$ cat src/pkg/lcdrst_pkg.sv
// package: constants and carrier types for the lcd driver reset and initialisation block
package lcdrst_pkg;
   // ==================================================
   // register offsets
   localparam logic [3:0] ADDR_CMD = 4'h0;
   localparam logic [3:0] ADDR_STATUS = 4'h1;
   localparam logic [3:0] ADDR_CFG_A = 4'h2;
   localparam logic [3:0] ADDR_CFG_B = 4'h3;
   localparam logic [3:0] ADDR_ADDR = 4'h4;
   localparam logic [3:0] ADDR_SHIFT = 4'h5;
   // ==================================================
   // command codes written to the command register
   localparam logic [7:0] CMD_DISP_ON = 8'haf;
   localparam logic [7:0] CMD_DISP_OFF = 8'hae;
   localparam logic [7:0] CMD_SOFT_RESET = 8'he2;
   localparam logic [7:0] CMD_POWER_SAVE = 8'h01;
   // ==================================================
   // reset values
   localparam logic [2:0] PWR_CTRL_RST = 3'h0;
   localparam logic [1:0] STATIC_IND_RST = 2'h0;
   localparam logic [2:0] RES_RATIO_RST = 3'h0;
   localparam logic [5:0] CONTRAST_RST = 6'h20;
   localparam logic [3:0] NLINE_CNT_RST = 4'h0;
   localparam logic [5:0] START_LINE_RST = 6'h00;
   localparam logic [7:0] COLUMN_RST = 8'h00;
   localparam logic [3:0] PAGE_RST = 4'h0;
   localparam logic [7:0] SHIFT_RST = 8'h00;
   // soft reset initialisation busy time
   localparam int SOFT_INIT_NS = 40;
   localparam int CLK_PERIOD_NS = 10;
   localparam logic [3:0] SOFT_INIT_CYC = 4'((SOFT_INIT_NS + CLK_PERIOD_NS - 1) / CLK_PERIOD_NS);
   // status byte field positions
   localparam int ST_RESET_BIT = 4;
   localparam int ST_ONOFF_BIT = 5;
   localparam int ST_DIR_BIT = 6;
   localparam int ST_BUSY_BIT = 7;
   // ==================================================
   typedef struct packed {
      logic display_on;
      logic display_inverse;
      logic seg_dir_rev;
      logic bias_1_7;
      logic nline_en;
      logic all_on;
      logic osc_run;
      logic power_save;
      logic [2:0] pwr_ctrl;
   } lcdrst_hw_t;
   typedef struct packed {
      logic [1:0] static_ind;
      logic rmw;
      logic com_rev;
      logic contrast_mode;
      logic [2:0] res_ratio;
      logic [5:0] contrast;
      logic [3:0] nline_cnt;
      logic [5:0] start_line;
      logic [7:0] column;
      logic [3:0] page;
   } lcdrst_sw_t;
endpackage

$ cat src/rtl/lcdrst_core.sv
// reset and initialisation logic of the lcd driver, with a plain register port
`timescale 1ns/1ps
// Operation
// - hardware reset low forces display off and normal polarity
// - hardware reset sets segment direction normal
// - hardware reset clears the serial shift register
// - hardware reset selects 1/9 bias
// - hardware reset cancels n-line reversal drive
// - any reset zeroes the n-line reversal count
// - hardware reset turns all-pixels-lit mode off
// - hardware reset stops oscillator, clears power save, zeroes power control
// - any reset turns static indicator off, register zero
// - any reset leaves read-modify-write mode
// - any reset sets start line to first line
// - any reset sets column address to zero
// - any reset sets page address to zero
// - any reset selects normal common scan direction
// - any reset zeroes the resistor ratio register
// - any reset leaves contrast set mode, contrast to 100000
// - soft reset touches only the second group of settings
// - drive voltage and boost nodes discharge while reset is low
// - status reset flag is one during any reset or initialisation
module lcdrst_core (
   input wire logic core_clk,
   input wire logic rstn,
   input wire logic hardware_reset_input_n,
   input wire logic [3:0] reg_addr,
   input wire logic [7:0] reg_wdata,
   input wire logic reg_wr,
   input wire logic reg_rd,
   input wire logic serial_bit,
   input wire logic serial_shift,
   output logic [7:0] reg_rdata,
   output lcdrst_pkg::lcdrst_hw_t hw_state,
   output lcdrst_pkg::lcdrst_sw_t sw_state,
   output logic discharge_lcd_drive_voltage,
   output logic discharge_boost_output_node,
   output logic resetting
);
   // ==================================================
   // reset conditions
   typedef enum logic [1:0] {LCDRST_RUN, LCDRST_SOFT} lcdrst_state_t;
   lcdrst_state_t state_q;
   logic hw_rst;
   logic wr_cmd;
   logic soft_go;
   logic [3:0] soft_cnt_q;
   logic sw_rst;
   logic cmd_on;
   logic cmd_off;
   logic cmd_psave;
   logic hit_cfg_a;
   logic hit_cfg_b;
   logic hit_addr;
   logic hit_shift;
   lcdrst_pkg::lcdrst_sw_t sw_init;
   logic display_on_q;
   logic display_inverse_q;
   logic seg_dir_rev_q;
   logic bias_1_7_q;
   logic nline_en_q;
   logic all_on_q;
   logic osc_run_q;
   logic power_save_q;
   logic [2:0] pwr_ctrl_q;
   logic [1:0] static_ind_q;
   logic rmw_q;
   logic com_rev_q;
   logic contrast_mode_q;
   logic [2:0] res_ratio_q;
   logic [5:0] contrast_q;
   logic [3:0] nline_cnt_q;
   logic [5:0] start_line_q;
   logic [7:0] column_q;
   logic [3:0] page_q;
   logic [7:0] shift_q;
   logic [7:0] rdata_d;

   // one address decoder for every write target
   function automatic logic wr_hit(input logic wr, input logic [3:0] addr, input logic [3:0] target);
      return wr && (addr == target);
   endfunction

   // pin is sampled synchronously; items hold for as long as it reads low
   assign hw_rst = !rstn || !hardware_reset_input_n;
   assign sw_rst = hw_rst || soft_go;
   assign wr_cmd = wr_hit(reg_wr, reg_addr, lcdrst_pkg::ADDR_CMD);
   assign soft_go = wr_cmd && (reg_wdata == lcdrst_pkg::CMD_SOFT_RESET);
   assign cmd_on = wr_cmd && (reg_wdata == lcdrst_pkg::CMD_DISP_ON);
   assign cmd_off = wr_cmd && (reg_wdata == lcdrst_pkg::CMD_DISP_OFF);
   assign cmd_psave = wr_cmd && (reg_wdata == lcdrst_pkg::CMD_POWER_SAVE);
   assign hit_cfg_a = wr_hit(reg_wr, reg_addr, lcdrst_pkg::ADDR_CFG_A);
   assign hit_cfg_b = wr_hit(reg_wr, reg_addr, lcdrst_pkg::ADDR_CFG_B);
   assign hit_addr = wr_hit(reg_wr, reg_addr, lcdrst_pkg::ADDR_ADDR);
   assign hit_shift = wr_hit(reg_wr, reg_addr, lcdrst_pkg::ADDR_SHIFT);
   assign sw_init = sw_reset_val();

   function automatic lcdrst_pkg::lcdrst_sw_t sw_reset_val();
      lcdrst_pkg::lcdrst_sw_t v;
      v.static_ind = lcdrst_pkg::STATIC_IND_RST;
      v.rmw = 1'b0;
      v.start_line = lcdrst_pkg::START_LINE_RST;
      v.column = lcdrst_pkg::COLUMN_RST;
      v.page = lcdrst_pkg::PAGE_RST;
      v.com_rev = 1'b0;
      v.res_ratio = lcdrst_pkg::RES_RATIO_RST;
      v.contrast_mode = 1'b0;
      v.contrast = lcdrst_pkg::CONTRAST_RST;
      v.nline_cnt = lcdrst_pkg::NLINE_CNT_RST;
      return v;
   endfunction

   // ==================================================
   // soft initialisation sequencer
   always_ff @(posedge core_clk) begin
      if (hw_rst) begin
         state_q <= LCDRST_RUN;
         soft_cnt_q <= 4'h0;
      end else begin
         case (state_q)
            LCDRST_RUN: begin
               if (soft_go) begin
                  state_q <= LCDRST_SOFT;
                  soft_cnt_q <= lcdrst_pkg::SOFT_INIT_CYC;
               end
            end
            LCDRST_SOFT: begin
               if (soft_cnt_q <= 4'h1) begin
                  state_q <= LCDRST_RUN;
                  soft_cnt_q <= 4'h0;
               end else begin
                  soft_cnt_q <= soft_cnt_q - 4'h1;
               end
            end
            default: begin
               state_q <= LCDRST_RUN;
               soft_cnt_q <= 4'h0;
            end
         endcase
      end
   end

   // ==================================================
   // hardware-only settings; soft reset never reaches them
   // display on/off
   always_ff @(posedge core_clk) begin
      if (hw_rst) begin
         display_on_q <= 1'b0;
      end else if (cmd_on) begin
         display_on_q <= 1'b1;
      end else if (cmd_off) begin
         display_on_q <= 1'b0;
      end
   end

   // display polarity
   always_ff @(posedge core_clk) begin
      if (hw_rst) begin
         display_inverse_q <= 1'b0;
      end else if (hit_cfg_a) begin
         display_inverse_q <= reg_wdata[0];
      end
   end

   // segment direction
   always_ff @(posedge core_clk) begin
      if (hw_rst) begin
         seg_dir_rev_q <= 1'b0;
      end else if (hit_cfg_a) begin
         seg_dir_rev_q <= reg_wdata[1];
      end
   end

   // bias select
   always_ff @(posedge core_clk) begin
      if (hw_rst) begin
         bias_1_7_q <= 1'b0;
      end else if (hit_cfg_a) begin
         bias_1_7_q <= reg_wdata[2];
      end
   end

   // n-line reversal enable
   always_ff @(posedge core_clk) begin
      if (hw_rst) begin
         nline_en_q <= 1'b0;
      end else if (hit_cfg_a) begin
         nline_en_q <= reg_wdata[3];
      end
   end

   // all pixels lit
   always_ff @(posedge core_clk) begin
      if (hw_rst) begin
         all_on_q <= 1'b0;
      end else if (hit_cfg_a) begin
         all_on_q <= reg_wdata[4];
      end
   end

   // oscillator runs once the host has configured drive
   always_ff @(posedge core_clk) begin
      if (hw_rst) begin
         osc_run_q <= 1'b0;
      end else if (hit_cfg_a) begin
         osc_run_q <= 1'b1;
      end
   end

   // power save, left only through hardware reset
   always_ff @(posedge core_clk) begin
      if (hw_rst) begin
         power_save_q <= 1'b0;
      end else if (cmd_psave) begin
         power_save_q <= 1'b1;
      end
   end

   // power control
   always_ff @(posedge core_clk) begin
      if (hw_rst) begin
         pwr_ctrl_q <= lcdrst_pkg::PWR_CTRL_RST;
      end else if (hit_cfg_a) begin
         pwr_ctrl_q <= reg_wdata[7:5];
      end
   end

   assign hw_state = {display_on_q, display_inverse_q, seg_dir_rev_q, bias_1_7_q, nline_en_q, all_on_q,
                      osc_run_q, power_save_q, pwr_ctrl_q};

   // ==================================================
   // settings shared by both resets
   // static indicator
   always_ff @(posedge core_clk) begin
      if (sw_rst) begin
         static_ind_q <= sw_init.static_ind;
      end else if (hit_cfg_b) begin
         static_ind_q <= reg_wdata[1:0];
      end
   end

   // read-modify-write
   always_ff @(posedge core_clk) begin
      if (sw_rst) begin
         rmw_q <= sw_init.rmw;
      end else if (hit_cfg_b) begin
         rmw_q <= reg_wdata[2];
      end
   end

   // common scan direction
   always_ff @(posedge core_clk) begin
      if (sw_rst) begin
         com_rev_q <= sw_init.com_rev;
      end else if (hit_cfg_b) begin
         com_rev_q <= reg_wdata[3];
      end
   end

   // resistor ratio
   always_ff @(posedge core_clk) begin
      if (sw_rst) begin
         res_ratio_q <= sw_init.res_ratio;
      end else if (hit_cfg_b) begin
         res_ratio_q <= reg_wdata[6:4];
      end
   end

   // contrast set mode
   always_ff @(posedge core_clk) begin
      if (sw_rst) begin
         contrast_mode_q <= sw_init.contrast_mode;
      end else if (hit_cfg_b) begin
         contrast_mode_q <= reg_wdata[7];
      end
   end

   // contrast, no write path in this block
   always_ff @(posedge core_clk) begin
      if (sw_rst) begin
         contrast_q <= sw_init.contrast;
      end
   end

   // n-line reversal count
   always_ff @(posedge core_clk) begin
      if (sw_rst) begin
         nline_cnt_q <= sw_init.nline_cnt;
      end else if (hit_shift) begin
         nline_cnt_q <= reg_wdata[7:4];
      end
   end

   // start line, no write path in this block
   always_ff @(posedge core_clk) begin
      if (sw_rst) begin
         start_line_q <= sw_init.start_line;
      end
   end

   // column address
   always_ff @(posedge core_clk) begin
      if (sw_rst) begin
         column_q <= sw_init.column;
      end else if (hit_addr) begin
         column_q <= reg_wdata;
      end
   end

   // page address
   always_ff @(posedge core_clk) begin
      if (sw_rst) begin
         page_q <= sw_init.page;
      end else if (hit_shift) begin
         page_q <= reg_wdata[3:0];
      end
   end

   assign sw_state = {static_ind_q, rmw_q, com_rev_q, contrast_mode_q, res_ratio_q, contrast_q, nline_cnt_q,
                      start_line_q, column_q, page_q};

   // ==================================================
   // serial shift register, cleared by hardware reset only
   always_ff @(posedge core_clk) begin
      if (hw_rst) begin
         shift_q <= lcdrst_pkg::SHIFT_RST;
      end else if (serial_shift) begin
         shift_q <= {shift_q[6:0], serial_bit};
      end
   end

   // ==================================================
   // discharge and status
   always_ff @(posedge core_clk) begin
      discharge_lcd_drive_voltage <= hw_rst;
      discharge_boost_output_node <= hw_rst;
   end

   always_ff @(posedge core_clk) begin
      // a soft reset write is flagged from the following cycle on
      resetting <= hw_rst || soft_go || (state_q == LCDRST_SOFT && soft_cnt_q > 4'h1);
   end

   always_comb begin
      rdata_d = 8'h00;
      case (reg_addr)
         lcdrst_pkg::ADDR_STATUS: begin
            rdata_d[lcdrst_pkg::ST_BUSY_BIT] = resetting;
            rdata_d[lcdrst_pkg::ST_DIR_BIT] = !hw_state.seg_dir_rev;
            rdata_d[lcdrst_pkg::ST_ONOFF_BIT] = !hw_state.display_on;
            rdata_d[lcdrst_pkg::ST_RESET_BIT] = resetting;
         end
         lcdrst_pkg::ADDR_CFG_A: rdata_d = {hw_state.pwr_ctrl, hw_state.all_on, hw_state.nline_en,
                                            hw_state.bias_1_7, hw_state.seg_dir_rev, hw_state.display_inverse};
         lcdrst_pkg::ADDR_CFG_B: rdata_d = {sw_state.contrast_mode, sw_state.res_ratio, sw_state.com_rev,
                                            sw_state.rmw, sw_state.static_ind};
         lcdrst_pkg::ADDR_ADDR: rdata_d = sw_state.column;
         lcdrst_pkg::ADDR_SHIFT: rdata_d = shift_q;
         default: rdata_d = 8'h00;
      endcase
   end

   always_ff @(posedge core_clk) begin
      if (!rstn) begin
         reg_rdata <= 8'h00;
      end else if (reg_rd) begin
         reg_rdata <= rdata_d;
      end else begin
         reg_rdata <= 8'h00;
      end
   end
endmodule

$ cat config.mk
export PLATFORM = sky130hd
export DESIGN_NAME = lcdrst_core
export DESIGN_NICKNAME = d
export VERILOG_FILES = /design/src/pkg/lcdrst_pkg.sv /design/src/rtl/lcdrst_core.sv
export SDC_FILE = /design/constraint.sdc
export NUM_CORES = 1
export LEC_CHECK = 0
export ABC_AREA = 1
export BUFFER_PORTS_ARGS = -buffer_cell sky130_fd_sc_hd__buf_2
export CORE_ASPECT_RATIO = 0.5
export CORE_UTILIZATION = 38
export CTS_CLUSTER_SIZE = 40
export DETAILED_ROUTE_END_ITERATION = 10
export PLACE_DENSITY = 0.68
export SLEW_MARGIN = 20
export SYNTH_ARGS = -nofsm -noshare
export SYNTH_HDL_FRONTEND = slang
export SYNTH_SLANG_ARGS = --single-unit
$ cat constraint.sdc
create_clock -name core_clk -period 1.7 [get_ports core_clk]
set_clock_uncertainty 0.15 [all_clocks]
set_input_delay 0.085 -clock core_clk [delete_from_list [all_inputs] [get_ports core_clk]]
set_output_delay 0.085 -clock core_clk [all_outputs]
set_load 0.05 [all_outputs]
==> results_dict.tcl <==
set metrics [dict create \
    synthArstFlopShare_pct 0 \
    drv_slew 0 \
    fin_nets 450 \
    p_leak_nw 1.46 \
    coreArea_um2 6700 \
    via_per_inst 4.65 \
    port_buffers 64 \
    grt_util_met1_pct 24.3 \
    layout_min_cycle_time_ps 1550 \
    holdPathStages 3 \
    ir_worst_vdd_mv 0.503 \
    drc 0 \
    ys.flop_type "dfxtp_1" \
    p_per_area_nw_per_um2 1040 \
    first_global_vias 2183 \
    start_util_pct 39.6 \
    post_cts_buffers 0 \
    ys_top_cells_by_count "nand2_1, dfxtp_1, a21oi_1, nand3_1, nor2_1" \
    cts_tree "yes" \
    overflow 0 \
    path_class "in -> reg" \
    grt_use_met2_pct 31.1 \
    cp_top_family "buffers and inverters" \
    syn_to_final_growth_pct 25.9 \
    cp_data_arrival_time_ps 1600 \
    cts_buffer_depth 2 \
    row_count 21 \
    dr.pass1.iters 4 \
    whs_ps 29.0 \
    fmax_mhz 644 \
    finalSetupViolCount 0 \
    rr_worst_depth 6 \
    syn_inst 362 \
    ys_seq_area_share_pct 43.8 \
    synth_edf_count 0 \
    wl_um 6660 \
    routedWlPerCell_um 12.7 \
    critPathSlowestCell "dlygate4sd3_1" \
    fp.dieW_um 120 \
    synth_cell_types 25 \
    ant_nets 0 \
    cts.sinks 58 \
    cp_common_cell "nor2_1" \
    root_buffer "clkbuf_16" \
    ys_ff_latch 58 \
    first_iter_violations 161 \
    worstPathCellList "dlygate4sd3_1 > buf_2 > nor2_1 > nand2_1 > nor2_1 > nand2_2 > nand2_4 > a21oi_1" \
    worstPathRequired_ps 1750 \
    gr-usage-met3_pct 7.31 \
    finalHoldViolations 0 \
    vias 2440 \
    finalSetupTns_ps 0 \
    status "finished, final reports clean" \
    antenna_found_initial 0 \
    path_clk_slew_ps 50 \
    clock_latency_ps 320 \
    startpoint_type "input port" \
    dp_hpwl_um 4740 \
    syn_area_um2 2650 \
    gr-max-usage-layer "met2" \
    htree_levels 3 \
    nFillCells 673 \
    die_h_um 61.1 \
    yosysWarnings 0 \
    crit_path_max_fanout 24 \
    finalCritPeriodShare_pct 91.3 \
    synth_top_area_share_pct 43.8 \
    slowest_delay_ps 530 \
    grt_pass1_wl_um 10500 \
    crit_buf_inv 2 \
    worst_hold_path_type "in -> reg" \
    drive_gt1_share_pct 23.6 \
    maxCapViolations 0 \
    avgSynthCellArea_um2 7.32 \
    grtUsageTotal_pct 19.5 \
    synth_area_leader_cell "dfxtp_1" \
    critPathCaptureType "register" \
    io-pin-count 77 \
    cp_num_cells 8 \
    ff2ff_setup_slack_ps 170 \
    diodes 0 \
    cts_buffers 9 \
    ys_top_cells_by_area "dfxtp_1, nand2_1, a21oi_1" \
    die-area_um2 7330 \
    gp_congestion 0.761 \
    grt_max_degree 27 \
    yosys.cell_count.top_type "nand2_1" \
]
==> cell families after synthesis <==
logic type                 share of synthesized area (%)
AOI/OAI and AO/OA                                   12.7
adders and majority gates                          0.944
and+or+nand+nor                                     28.2
buffers and inverters                               13.7
xor gates and xnor gates                           0.331
DFF                                                 43.8
other                                              0.283
==> report_power, final <==
part / leakage (nW) / total (mW) / internal [mW] / switching [mW]
Combinational: 0.836 / 0.277 / 0.0678 / 0.210
Clock: 0.152 / 1.83 / 1.24 / 0.585
Sequential: 0.469 / 1.38 / 1.38 / 0.00682
==> worst reg2reg max path: cells and delay by family (launching register included) <==
kind                       cells  cell delay [ps]
AOI/OAI and AO/OA              2              260
adders and majority gates      1              230
buffers and inverters          1               70
DFF                            1              360
and+or+nand+nor                2              390
==> worst paths after layout <==
path | from | end
max | reg_wdata[2] | page_q[2]$_SDFFE_PP0P_
min | rstn | discharge_boost_output_node$_DFF_P_
max reg2reg | soft_cnt_q[0]$_SDFFE_PP0P_ | soft_cnt_q[1]$_SDFFE_PP0P_
min reg2reg | nline_cnt_q[3]$_SDFFE_PP0P_ | nline_cnt_q[3]$_SDFFE_PP0P_
==> registers in the layout (all words and copies together), names as in the netlist, 2 cells and up <==
signal        count
soft_cnt_q        4
static_ind_q      2
reg_rdata         8
shift_q           8
column_q          8
page_q            4
pwr_ctrl_q        3
nline_cnt_q       4
res_ratio_q       3
==> cell type report <==
type,count,area (um2),area share [%]
multi-input combinational,251,1170,35.0
sequential,58,1160,34.8
timing repair buffer,83,490,14.7
clock buffer,13,270,8.10
tap,92,115,3.45
inverter,26,97.6,2.93
clock inverter,2,35.0,1.05
==> cells in the final DEF (no fill, tap or decap), drive strengths merged <==
| master | n |
|---|---|
| nand2 | 98 |
| buf | 72 |
| dfxtp | 58 |
| a21oi | 47 |
| nand3 | 35 |
| nor2 | 33 |
| inv | 26 |
| o21ai | 17 |
| clkbuf | 13 |
| conb | 12 |
| dlygate4sd3 | 11 |
| o22ai | 2 |
| ha | 2 |
| nor3 | 2 |
| xor2 | 1 |
| or2 | 1 |
| nor3b | 1 |
| clkinv | 1 |
| bufinv | 1 |
==> stage by stage <==
stage / worst slack, ps / instance area (um2) / cells / util [%] / total power [mW]
floorplan: 190 / 2690 / 372 / - / 1.62
global placement: 131 / 2920 / 499 / 43.5 / 1.66
detailed placement: 60.0 / 2920 / 499 / 43.5 / 1.66
CTS: 34.6 / 3330 / 525 / 49.7 / 3.51
global route: -10.4 / 3340 / 525 / 49.8 / 3.60
finish: 148 / 3340 / 525 / 49.8 / 3.49
==> layer usage <==
| layer | up-vias | wire (um) |
|---|---|---|
| met4 | 0 | 42 |
| met3 | 4 | 481 |
| met5 | - | 0 |
| met1 | 1108 | 3060 |
| met2 | 66 | 3080 |
| li1 | 1262 | - |
==> what timing repair did <==
| item | in CTS | in global routing |
|---|---|---|
| hold buffers | 11 | 0 |
| endpoints found under the hold margin | 39 | 0 |
| setup endpoints to repair | 0 | 4 |
| resized for setup | 0 | 2 |
Note: power is estimated with default switching activity, not from simulation.
